==> src/ptm_pkg.sv <==
// Purpose: shared constants and types for the 10-bit periodic timer
// Assumes: APB slave, 32-bit data, byte-wide registers in the low bits
// Notes: register offsets are byte addresses
package ptm_pkg;
    // ********************
    // register map
    // ********************
    localparam logic [7:0] OFS_CTRL0 = 8'h00;
    localparam logic [7:0] OFS_CTRL1 = 8'h04;
    localparam logic [7:0] OFS_CNT_LO = 8'h08;
    localparam logic [7:0] OFS_CNT_HI = 8'h0c;
    localparam logic [7:0] OFS_CMPA_LO = 8'h10;
    localparam logic [7:0] OFS_CMPA_HI = 8'h14;
    localparam logic [7:0] OFS_PER_LO = 8'h18;
    localparam logic [7:0] OFS_PER_HI = 8'h1c;
    localparam logic [7:0] OFS_FLAGS = 8'h20;
    // ********************
    // field positions
    // ********************
    localparam int C0_PAUSE = 7;
    localparam int C0_CK_HI = 6;
    localparam int C0_CK_LO = 4;
    localparam int C0_ON = 3;
    localparam int C1_MODE_HI = 7;
    localparam int C1_MODE_LO = 6;
    localparam int C1_FUNC_HI = 5;
    localparam int C1_FUNC_LO = 4;
    localparam int C1_INIT = 3;
    localparam int C1_INV = 2;
    localparam int C1_CLR = 0;
    localparam int FL_A = 0;
    localparam int FL_B = 1;
    localparam logic [7:0] C0_MASK = 8'hf8;
    localparam logic [7:0] C1_RESET = 8'h00;
    localparam logic [9:0] CNT_MAX = 10'h3ff;
    localparam logic [9:0] CNT_ZERO = 10'h000;
    localparam logic [1:0] DIV4_LAST = 2'h3;
    localparam logic [3:0] DIV16_LAST = 4'hf;
    localparam logic [5:0] DIV64_LAST = 6'h3f;
    // ********************
    // enumerations
    // ********************
    typedef enum logic [1:0] {MODE_CMP = 2'h0, MODE_CAP = 2'h1, MODE_PWM = 2'h2,
        MODE_TMR = 2'h3} mode_t;
    typedef enum logic [1:0] {FN_NONE = 2'h0, FN_LOW = 2'h1, FN_HIGH = 2'h2,
        FN_TOGGLE = 2'h3} func_t;
    typedef enum logic [2:0] {CK_DIV4 = 3'h0, CK_SYS = 3'h1, CK_H16 = 3'h2,
        CK_H64 = 3'h3, CK_SUB = 3'h4, CK_OFF = 3'h5, CK_EXT_RISE = 3'h6,
        CK_EXT_FALL = 3'h7} cksel_t;
    typedef struct packed {
        logic [7:0] paddr;
        logic psel;
        logic penable;
        logic pwrite;
        logic [31:0] pwdata;
    } apb_req_t;
    typedef struct packed {
        logic [31:0] prdata;
        logic pready;
        logic pslverr;
    } apb_rsp_t;
endpackage

==> src/periodic_timer.sv <==
// Purpose: 10-bit periodic timer, compare/timer/PWM modes, APB registers
// Assumes: pclk 200 MHz; sub clock and ext pin asynchronous
// Notes: capture and timer modes count only, pin unchanged
`timescale 1ns/1ps
// Contract
// - counter readable as two read-only bytes
// - two-bit mode field selects operating mode
// - mode 00 is compare match output
// - clear select low clears on B/overflow
// - clear select high clears on A only
// - compare mode pin changes only on A match or on rise
// - on rising sets pin to initial level
// - function 00 leaves pin unchanged
// - mode 11 counts without driving pin
// - PWM clears at count B-1 (period B), duty from A
// - B zero gives period 1024
// - PWM flags on A match and at count B-1
// - PWM polarity, enable, force and invert
// - A at or above period: full duty
// - PWM generation runs while pin forced
// - on rise zeroes counter, fall holds it
// - pause holds counter value
// - three-bit clock select, 101 disables
// - compare mode high, low or toggle
module periodic_timer
    import ptm_pkg::*;
(
    input wire logic pclk,
    input wire logic presetn,
    input wire apb_req_t apb_req,
    output apb_rsp_t apb_rsp,
    input wire logic sub_clk_in,
    input wire logic timer_ext_clock_pin,
    output logic timer_out_pin,
    output logic timer_out_en,
    output logic match_a_irq,
    output logic match_b_irq
);
    // ********************
    // registers
    // ********************
    logic [7:0] ctrl0_q;
    logic [7:0] ctrl1_q;
    logic [9:0] cnt_q;
    logic [9:0] cmpa_q;
    logic [9:0] per_q;
    logic flag_a_q;
    logic flag_b_q;
    logic pin_q;
    logic on_prev_q;
    logic [1:0] div4_q;
    logic [5:0] divh_q;
    logic [2:0] ext_sync_q;
    logic [2:0] sub_sync_q;
    logic [31:0] prdata_q;
    logic pready_q;
    logic wr_en;
    logic rd_en;
    logic counter_on;
    logic counter_pause;
    cksel_t count_clock_select;
    mode_t mode_sel;
    func_t out_func;
    logic out_initial_level;
    logic out_invert;
    logic clear_select;
    logic tick;
    logic on_rise;
    logic match_a;
    logic match_b;
    logic clr_cnt;
    logic set_a;
    logic set_b;
    logic pwm_active;
    logic pwm_wave;
    logic [10:0] period;
    logic counting;
    logic pwm_end;
    logic pin_d;
    logic [31:0] prdata_d;

    // ********************
    // control decode
    // ********************
    assign counter_on = ctrl0_q[C0_ON];
    assign counter_pause = ctrl0_q[C0_PAUSE];
    assign count_clock_select = cksel_t'(ctrl0_q[C0_CK_HI:C0_CK_LO]);
    assign mode_sel = mode_t'(ctrl1_q[C1_MODE_HI:C1_MODE_LO]);
    assign out_func = func_t'(ctrl1_q[C1_FUNC_HI:C1_FUNC_LO]);
    assign out_initial_level = ctrl1_q[C1_INIT];
    assign out_invert = ctrl1_q[C1_INV];
    assign clear_select = ctrl1_q[C1_CLR];
    assign on_rise = counter_on & ~on_prev_q;
    // a restart zeroes the counter, so no match on the stale count
    assign counting = counter_on & ~on_rise & ~counter_pause & tick;

    // ********************
    // apb slave
    // ********************
    assign wr_en = apb_req.psel & apb_req.penable & apb_req.pwrite & pready_q;
    assign rd_en = apb_req.psel & ~apb_req.penable & ~apb_req.pwrite;

    always_ff @(posedge pclk or negedge presetn)
    begin
        if (!presetn)
            pready_q <= 1'b0;
        else
            pready_q <= apb_req.psel & ~apb_req.penable;
    end

    always_ff @(posedge pclk or negedge presetn)
    begin
        if (!presetn)
            prdata_q <= 32'h0000_0000;
        else if (rd_en)
            prdata_q <= prdata_d;
    end

    always_comb
    begin
        unique case (apb_req.paddr)
            OFS_CTRL0: prdata_d = {24'h000000, ctrl0_q};
            OFS_CTRL1: prdata_d = {24'h000000, ctrl1_q};
            OFS_CNT_LO: prdata_d = {24'h000000, cnt_q[7:0]};
            OFS_CNT_HI: prdata_d = {30'h0, cnt_q[9:8]};
            OFS_CMPA_LO: prdata_d = {24'h000000, cmpa_q[7:0]};
            OFS_CMPA_HI: prdata_d = {30'h0, cmpa_q[9:8]};
            OFS_PER_LO: prdata_d = {24'h000000, per_q[7:0]};
            OFS_PER_HI: prdata_d = {30'h0, per_q[9:8]};
            OFS_FLAGS: prdata_d = {30'h0, flag_b_q, flag_a_q};
            default: prdata_d = 32'h0000_0000;
        endcase
    end

    // ********************
    // register writes
    // ********************
    always_ff @(posedge pclk or negedge presetn)
    begin
        if (!presetn)
            ctrl0_q <= 8'h00;
        else if (wr_en && apb_req.paddr == OFS_CTRL0)
            ctrl0_q <= apb_req.pwdata[7:0] & C0_MASK;
    end

    always_ff @(posedge pclk or negedge presetn)
    begin
        if (!presetn)
            ctrl1_q <= C1_RESET;
        else if (wr_en && apb_req.paddr == OFS_CTRL1)
            ctrl1_q <= apb_req.pwdata[7:0];
    end

    always_ff @(posedge pclk or negedge presetn)
    begin
        if (!presetn)
            cmpa_q <= CNT_ZERO;
        else if (wr_en && apb_req.paddr == OFS_CMPA_LO)
            cmpa_q[7:0] <= apb_req.pwdata[7:0];
        else if (wr_en && apb_req.paddr == OFS_CMPA_HI)
            cmpa_q[9:8] <= apb_req.pwdata[1:0];
    end

    always_ff @(posedge pclk or negedge presetn)
    begin
        if (!presetn)
            per_q <= CNT_ZERO;
        else if (wr_en && apb_req.paddr == OFS_PER_LO)
            per_q[7:0] <= apb_req.pwdata[7:0];
        else if (wr_en && apb_req.paddr == OFS_PER_HI)
            per_q[9:8] <= apb_req.pwdata[1:0];
    end

    assign apb_rsp.prdata = prdata_q;
    assign apb_rsp.pready = pready_q;
    assign apb_rsp.pslverr = 1'b0;

    // ********************
    // counting clock
    // ********************
    always_ff @(posedge pclk or negedge presetn)
    begin
        if (!presetn)
            ext_sync_q <= 3'h0;
        else
            ext_sync_q <= {ext_sync_q[1:0], timer_ext_clock_pin};
    end

    always_ff @(posedge pclk or negedge presetn)
    begin
        if (!presetn)
            sub_sync_q <= 3'h0;
        else
            sub_sync_q <= {sub_sync_q[1:0], sub_clk_in};
    end

    always_ff @(posedge pclk or negedge presetn)
    begin
        if (!presetn)
            div4_q <= 2'h0;
        else
            div4_q <= div4_q + 2'h1;
    end

    always_ff @(posedge pclk or negedge presetn)
    begin
        if (!presetn)
            divh_q <= 6'h00;
        else
            divh_q <= divh_q + 6'h01;
    end

    always_comb
    begin
        unique case (count_clock_select)
            CK_DIV4: tick = (div4_q == DIV4_LAST);
            CK_SYS: tick = 1'b1;
            CK_H16: tick = (divh_q[3:0] == DIV16_LAST);
            CK_H64: tick = (divh_q == DIV64_LAST);
            CK_SUB: tick = sub_sync_q[1] & ~sub_sync_q[2];
            CK_OFF: tick = 1'b0;
            CK_EXT_RISE: tick = ext_sync_q[1] & ~ext_sync_q[2];
            CK_EXT_FALL: tick = ~ext_sync_q[1] & ext_sync_q[2];
        endcase
    end

    // ********************
    // compare and clear
    // ********************
    assign period = (per_q == CNT_ZERO) ? {1'b1, CNT_ZERO} : {1'b0, per_q};
    assign match_a = (cnt_q == cmpa_q);
    assign match_b = (per_q == CNT_ZERO) ? (cnt_q == CNT_MAX) : (cnt_q == per_q);
    // pwm counts 0 to period-1, so the period equals compare b, or 1024 when b is zero
    assign pwm_end = ({1'b0, cnt_q} == (period - 11'h001));

    always_comb
    begin
        clr_cnt = 1'b0;
        set_a = 1'b0;
        set_b = 1'b0;
        if (counting)
        begin
            if (mode_sel == MODE_PWM)
            begin
                clr_cnt = pwm_end;
                set_a = match_a;
                set_b = pwm_end;
            end
            else if (clear_select)
            begin
                clr_cnt = match_a;
                set_a = match_a;
            end
            else
            begin
                clr_cnt = match_b;
                set_a = match_a;
                set_b = match_b;
            end
        end
    end

    always_ff @(posedge pclk or negedge presetn)
    begin
        if (!presetn)
            on_prev_q <= 1'b0;
        else
            on_prev_q <= counter_on;
    end

    always_ff @(posedge pclk or negedge presetn)
    begin
        if (!presetn)
            cnt_q <= CNT_ZERO;
        else if (on_rise)
            cnt_q <= CNT_ZERO;
        else if (counting)
            cnt_q <= clr_cnt ? CNT_ZERO : cnt_q + 10'h001;
    end

    // ********************
    // match flags
    // ********************
    // sticky flags, set wins over write-one-to-clear
    always_ff @(posedge pclk or negedge presetn)
    begin
        if (!presetn)
            flag_a_q <= 1'b0;
        else
            flag_a_q <= set_a | (flag_a_q & ~(wr_en && apb_req.paddr == OFS_FLAGS
                && apb_req.pwdata[FL_A]));
    end

    always_ff @(posedge pclk or negedge presetn)
    begin
        if (!presetn)
            flag_b_q <= 1'b0;
        else
            flag_b_q <= set_b | (flag_b_q & ~(wr_en && apb_req.paddr == OFS_FLAGS
                && apb_req.pwdata[FL_B]));
    end

    assign match_a_irq = flag_a_q;
    assign match_b_irq = flag_b_q;

    // ********************
    // output pin
    // ********************
    assign pwm_active = ({1'b0, cnt_q} < {1'b0, cmpa_q}) || ({1'b0, cmpa_q} >= period);
    always_comb
    begin
        unique case (out_func)
            FN_NONE: pwm_wave = 1'b0;
            FN_LOW: pwm_wave = 1'b1;
            default: pwm_wave = pwm_active;
        endcase
    end

    always_comb
    begin
        pin_d = pin_q;
        if (mode_sel == MODE_PWM)
            pin_d = (out_initial_level ? pwm_wave : ~pwm_wave) ^ out_invert;
        else if (mode_sel == MODE_CMP)
        begin
            if (on_rise)
                pin_d = out_initial_level;
            else if (set_a)
            begin
                unique case (out_func)
                    FN_NONE: pin_d = pin_q;
                    FN_LOW: pin_d = 1'b0;
                    FN_HIGH: pin_d = 1'b1;
                    FN_TOGGLE: pin_d = ~pin_q;
                endcase
            end
        end
    end

    always_ff @(posedge pclk or negedge presetn)
    begin
        if (!presetn)
            pin_q <= 1'b0;
        else
            pin_q <= pin_d;
    end

    always_ff @(posedge pclk or negedge presetn)
    begin
        if (!presetn)
            timer_out_en <= 1'b0;
        else
            timer_out_en <= (mode_sel == MODE_CMP) || (mode_sel == MODE_PWM);
    end

    // pin leaves the block straight from a flop
    always_ff @(posedge pclk or negedge presetn)
    begin
        if (!presetn)
            timer_out_pin <= 1'b0;
        else
            timer_out_pin <= pin_q ^ ((mode_sel == MODE_CMP) & out_invert);
    end
endmodule // periodic_timer

==> config.mk <==
export PLATFORM = sky130hd
export DESIGN_NAME = periodic_timer
export DESIGN_NICKNAME = d
export VERILOG_FILES = /design/src/ptm_pkg.sv /design/src/periodic_timer.sv
export SDC_FILE = /design/constraint.sdc
export NUM_CORES = 1
export LEC_CHECK = 0
export ABC_AREA = 1
export BUFFER_PORTS_ARGS = -buffer_cell sky130_fd_sc_hd__buf_2
export CORE_MARGIN = 5
export CORE_UTILIZATION = 45
export CTS_CLUSTER_DIAMETER = 60
export DETAILED_ROUTE_END_ITERATION = 7
export HOLD_SLACK_MARGIN = 0.06
export PLACE_DENSITY = 0.78
export SYNTH_ARGS = -nofsm -noshare
export SYNTH_HDL_FRONTEND = slang
export SYNTH_SLANG_ARGS = --single-unit
==> constraint.sdc <==
create_clock -name pclk -period 2.2 [get_ports pclk]
set_input_delay 0.44 -clock pclk [delete_from_list [all_inputs] [get_ports pclk]]
set_output_delay 0.44 -clock pclk [all_outputs]
set_load 0.01 [all_outputs]
==> reports/results.txt <==
Largest net degree at the start of global routing: 73
Initial Util: 0.464
Commonest cells post-synth: nand2_1, inv_1, dfrtp_1, o21ai_0, nor2_1
Share of the synthesized area in the top cell type: 0.375
Yosys warnings: 0
Synth-to-layout area growth: 17.2%
Sequential area share after synthesis: 0.375
Minimum clock period: 2110 ps
Crit-path max cell delay: 400 ps
Final Max Tran Viols: 0
Syn Area/Cell: 7.49 um2
Place WS: -2.13 ps
Setup WS post-layout: 93.5 ps
Die area: 12,900 um2
Final Skew: 10.3 ps
Wire per inst: 16.5 um
Clock power share: 0.399
I/O pin count: 85
Final Setup Violations: 0
Hold Violations, Final: 0
FFs w/ async S/R, synth: 1.00
Max-cap violations: 0
Seq pwr share: 0.535
Min-delay worst type: input pin to asynchronous set/reset pin
Most frequent cell after synthesis: nand2_1
Power density over cell area: 444 nW/um2
Clk sink count: 72
Clk root buf: clkbuf_8
CTS Buf Count: 9
Internal: 1.83 mW
Max frequency: 475 MHz
CTS Buffer Depth: 2
Initial antenna violation count: 0
Die height: 113 um
Antenna cells: 0
DR vias: 4,530
Port buffer count: 35
Final period utilization: 0.958
Grt ovf: 0
GP Congestion: 0.949
Vias per cell: 5.28
Synth area leader: dfrtp_1
Vias in the first global route: 4,308
Crit end category: register
Core Region: 10,400 um2
CTS Hold Buffers Added: 0
Synth area leaders: dfrtp_1, nand2_1, inv_1, ha_1, o21ai_0
Setup CP Type: register to register
CP Data Arrival Time: 2350 ps
Cells after Synth: 642
Worst-path fanout max: 6
Register bit total from synthesis: 72
DR pass1 iterations: 6
Most used cell, CP: nand2_1
Ys flop type: dfrtp_1
RSZ-0062 raised after global routing: true
Highest ir drop seen on vdd: 0.639 mV
Final Net Count: 789
Logic pwr share: 0.066
GRT Resource Usage Total: 0.222
Routed Antenna Nets: 0
Die width: 113 um
Worst setup SP type: register
Switching share of power: 0.267
Syn Std Cell Area: 4810 um2
CP cell instances: inv_2, ha_2, nand2_4, inv_2, nand2_4, buf_4, nand3_2, nand2_1, nor2_1, nand2_1, nor2_1, nand2_1, nand2_1, nand2_2, nand2_4, nand2_8, nand2_2, nand2_1
Final WL: 14.2 mm
Final setup TNS: 0 ps
CTS clk-pin slew, worst paths: 80 ps
Share of cells above drive strength 1: 0.206
Number of fill cells: 974
H-tree levels: 3
Sw power: 0.667 mW
Row cnt: 37
CP required: 2450 ps
Leakage: 2.82 nW
DRC viols: 0
Slowest-stage cell, CP: dfrtp_1
Detailed Place HPWL: 11.1 mm
CTS tree: built
Status: finished, final reports clean
First-pass GRT wire length: 22.2 mm
Initial DRC Count: 429
Number of library cell types mapped by synthesis: 43
Clock Latency Late Sink: 360 ps
EDFF count, synth: 0
==> critical path: cells and delay by family, from the launching register on <==
kind | cells | cell delay, ps
buf+inv | 3 | 300
flops | 1 | 400
simple gates | 14 | 1080
fa+ha+maj | 1 | 210
==> through the flow <==
| step | std cells | power, mW | utilization | cell area, um2 | hold slack, ps |
|---|---|---|---|---|---|
| after floorplan | 666 | 1.48 | - | 4900 | 144 |
| after global placement | 837 | 1.52 | 0.508 | 5270 | 333 |
| after detailed placement | 837 | 1.52 | 0.508 | 5270 | 342 |
| after CTS | 853 | 2.51 | 0.527 | 5460 | 116 |
| after global routing | 858 | 2.60 | 0.544 | 5640 | 129 |
| final | 858 | 2.50 | 0.544 | 5640 | 81.6 |
==> layout by cell type (no fill, tap or decap), types with 3 or more instances in the layout <==
cell type and instances:
inv_2 6, clkinv_4 3, a21oi_1 16, nor2_1 44
nand3b_1 3, buf_2 35, nand4_1 10, dfrtp_1 70
clkbuf_8 10, nand2_2 12, o211ai_1 3, o31ai_1 3
nand3_1 30, nand2_4 6, xor2_1 13, o21ai_0 54
nor2_4 5, o22ai_1 4, inv_1 81, conb_1 25
ha_4 3, a221oi_1 6, clkinvlp_4 3, ha_1 21
nand2_1 166, nor2_2 5, xnor2_1 3, nor3_1 5
buf_4 39, o2111ai_1 3, nand3_2 5
==> metal layers <==
metal  vias up  share of wire  wire, um  GRT usage
li1       2183              -         -          -
met3        34          0.072      1020     0.0525
met5         -              0         0          0
met2       200           0.47      6670      0.357
met1      2113           0.43      6120      0.297
met4         0          0.026       368     0.0673
==> power groups by stage <==
stage               logic [mW]  clock network [mW]  registers, mW
floorplan                0.115                   0           1.36
global placement         0.155                   0           1.36
detailed placement       0.160                   0           1.36
CTS                      0.160                1.01           1.34
global route             0.185                1.07           1.34
finish                   0.164               0.999           1.34
==> final timing paths <==
check / end / depth (start not counted) / slack, ps / startpoint
setup / recovery: cnt_q[2] / 18 / 90 / per_q[0]
hold / removal: per_q[3] / 2 / 80 / presetn
setup reg to reg: cnt_q[2] / 18 / 90 / per_q[0]
hold reg to reg: ext_sync_q[1] / 0 / 360 / ext_sync_q[0]
max in group asynchronous: cnt_q[1] / 2 / 1780 / presetn
min in group pclk: ext_sync_q[0] / 1 / 190 / timer_ext_clock_pin
==> cell type report <==
class                   count  area [um2]  share of cell area
repair buffers             76         499              0.0885
repair inverters            1        7.51             0.00133
well taps                 136         170              0.0302
clock inverters             6        51.3             0.00910
flip-flops and latches     72        1800               0.320
inverters                  88         334              0.0592
multi-input cells         469        2640               0.467
clock buffers              10         138              0.0244
==> sequential cells by signal, summed over array words and instances, names as in the netlist, 3 cells and up <==
name        cells
ext_sync_q      3
ctrl1_q         8
prdata_q        8
cnt_q          10
sub_sync_q      3
cmpa_q         10
per_q          10
ctrl0_q         5
divh_q          6
==> cells by family after synthesis <==
logic type,after synthesis,synth area share
other cells,1,0.000780
flops,72,0.375
xor+xnor,18,0.0328
buf+inv,126,0.125
fa+ha+maj,25,0.0650
simple gates,303,0.287
compound gates,97,0.114
==> timing repair <==
action	in CTS	in global routing
endpoints found under the setup margin	7	12
hold endpoints to repair	0	0
gates cloned	0	2
pin swaps	0	21
resized for setup	1	31
setup buffers	0	3
Note: power is estimated with default switching activity, not from simulation.
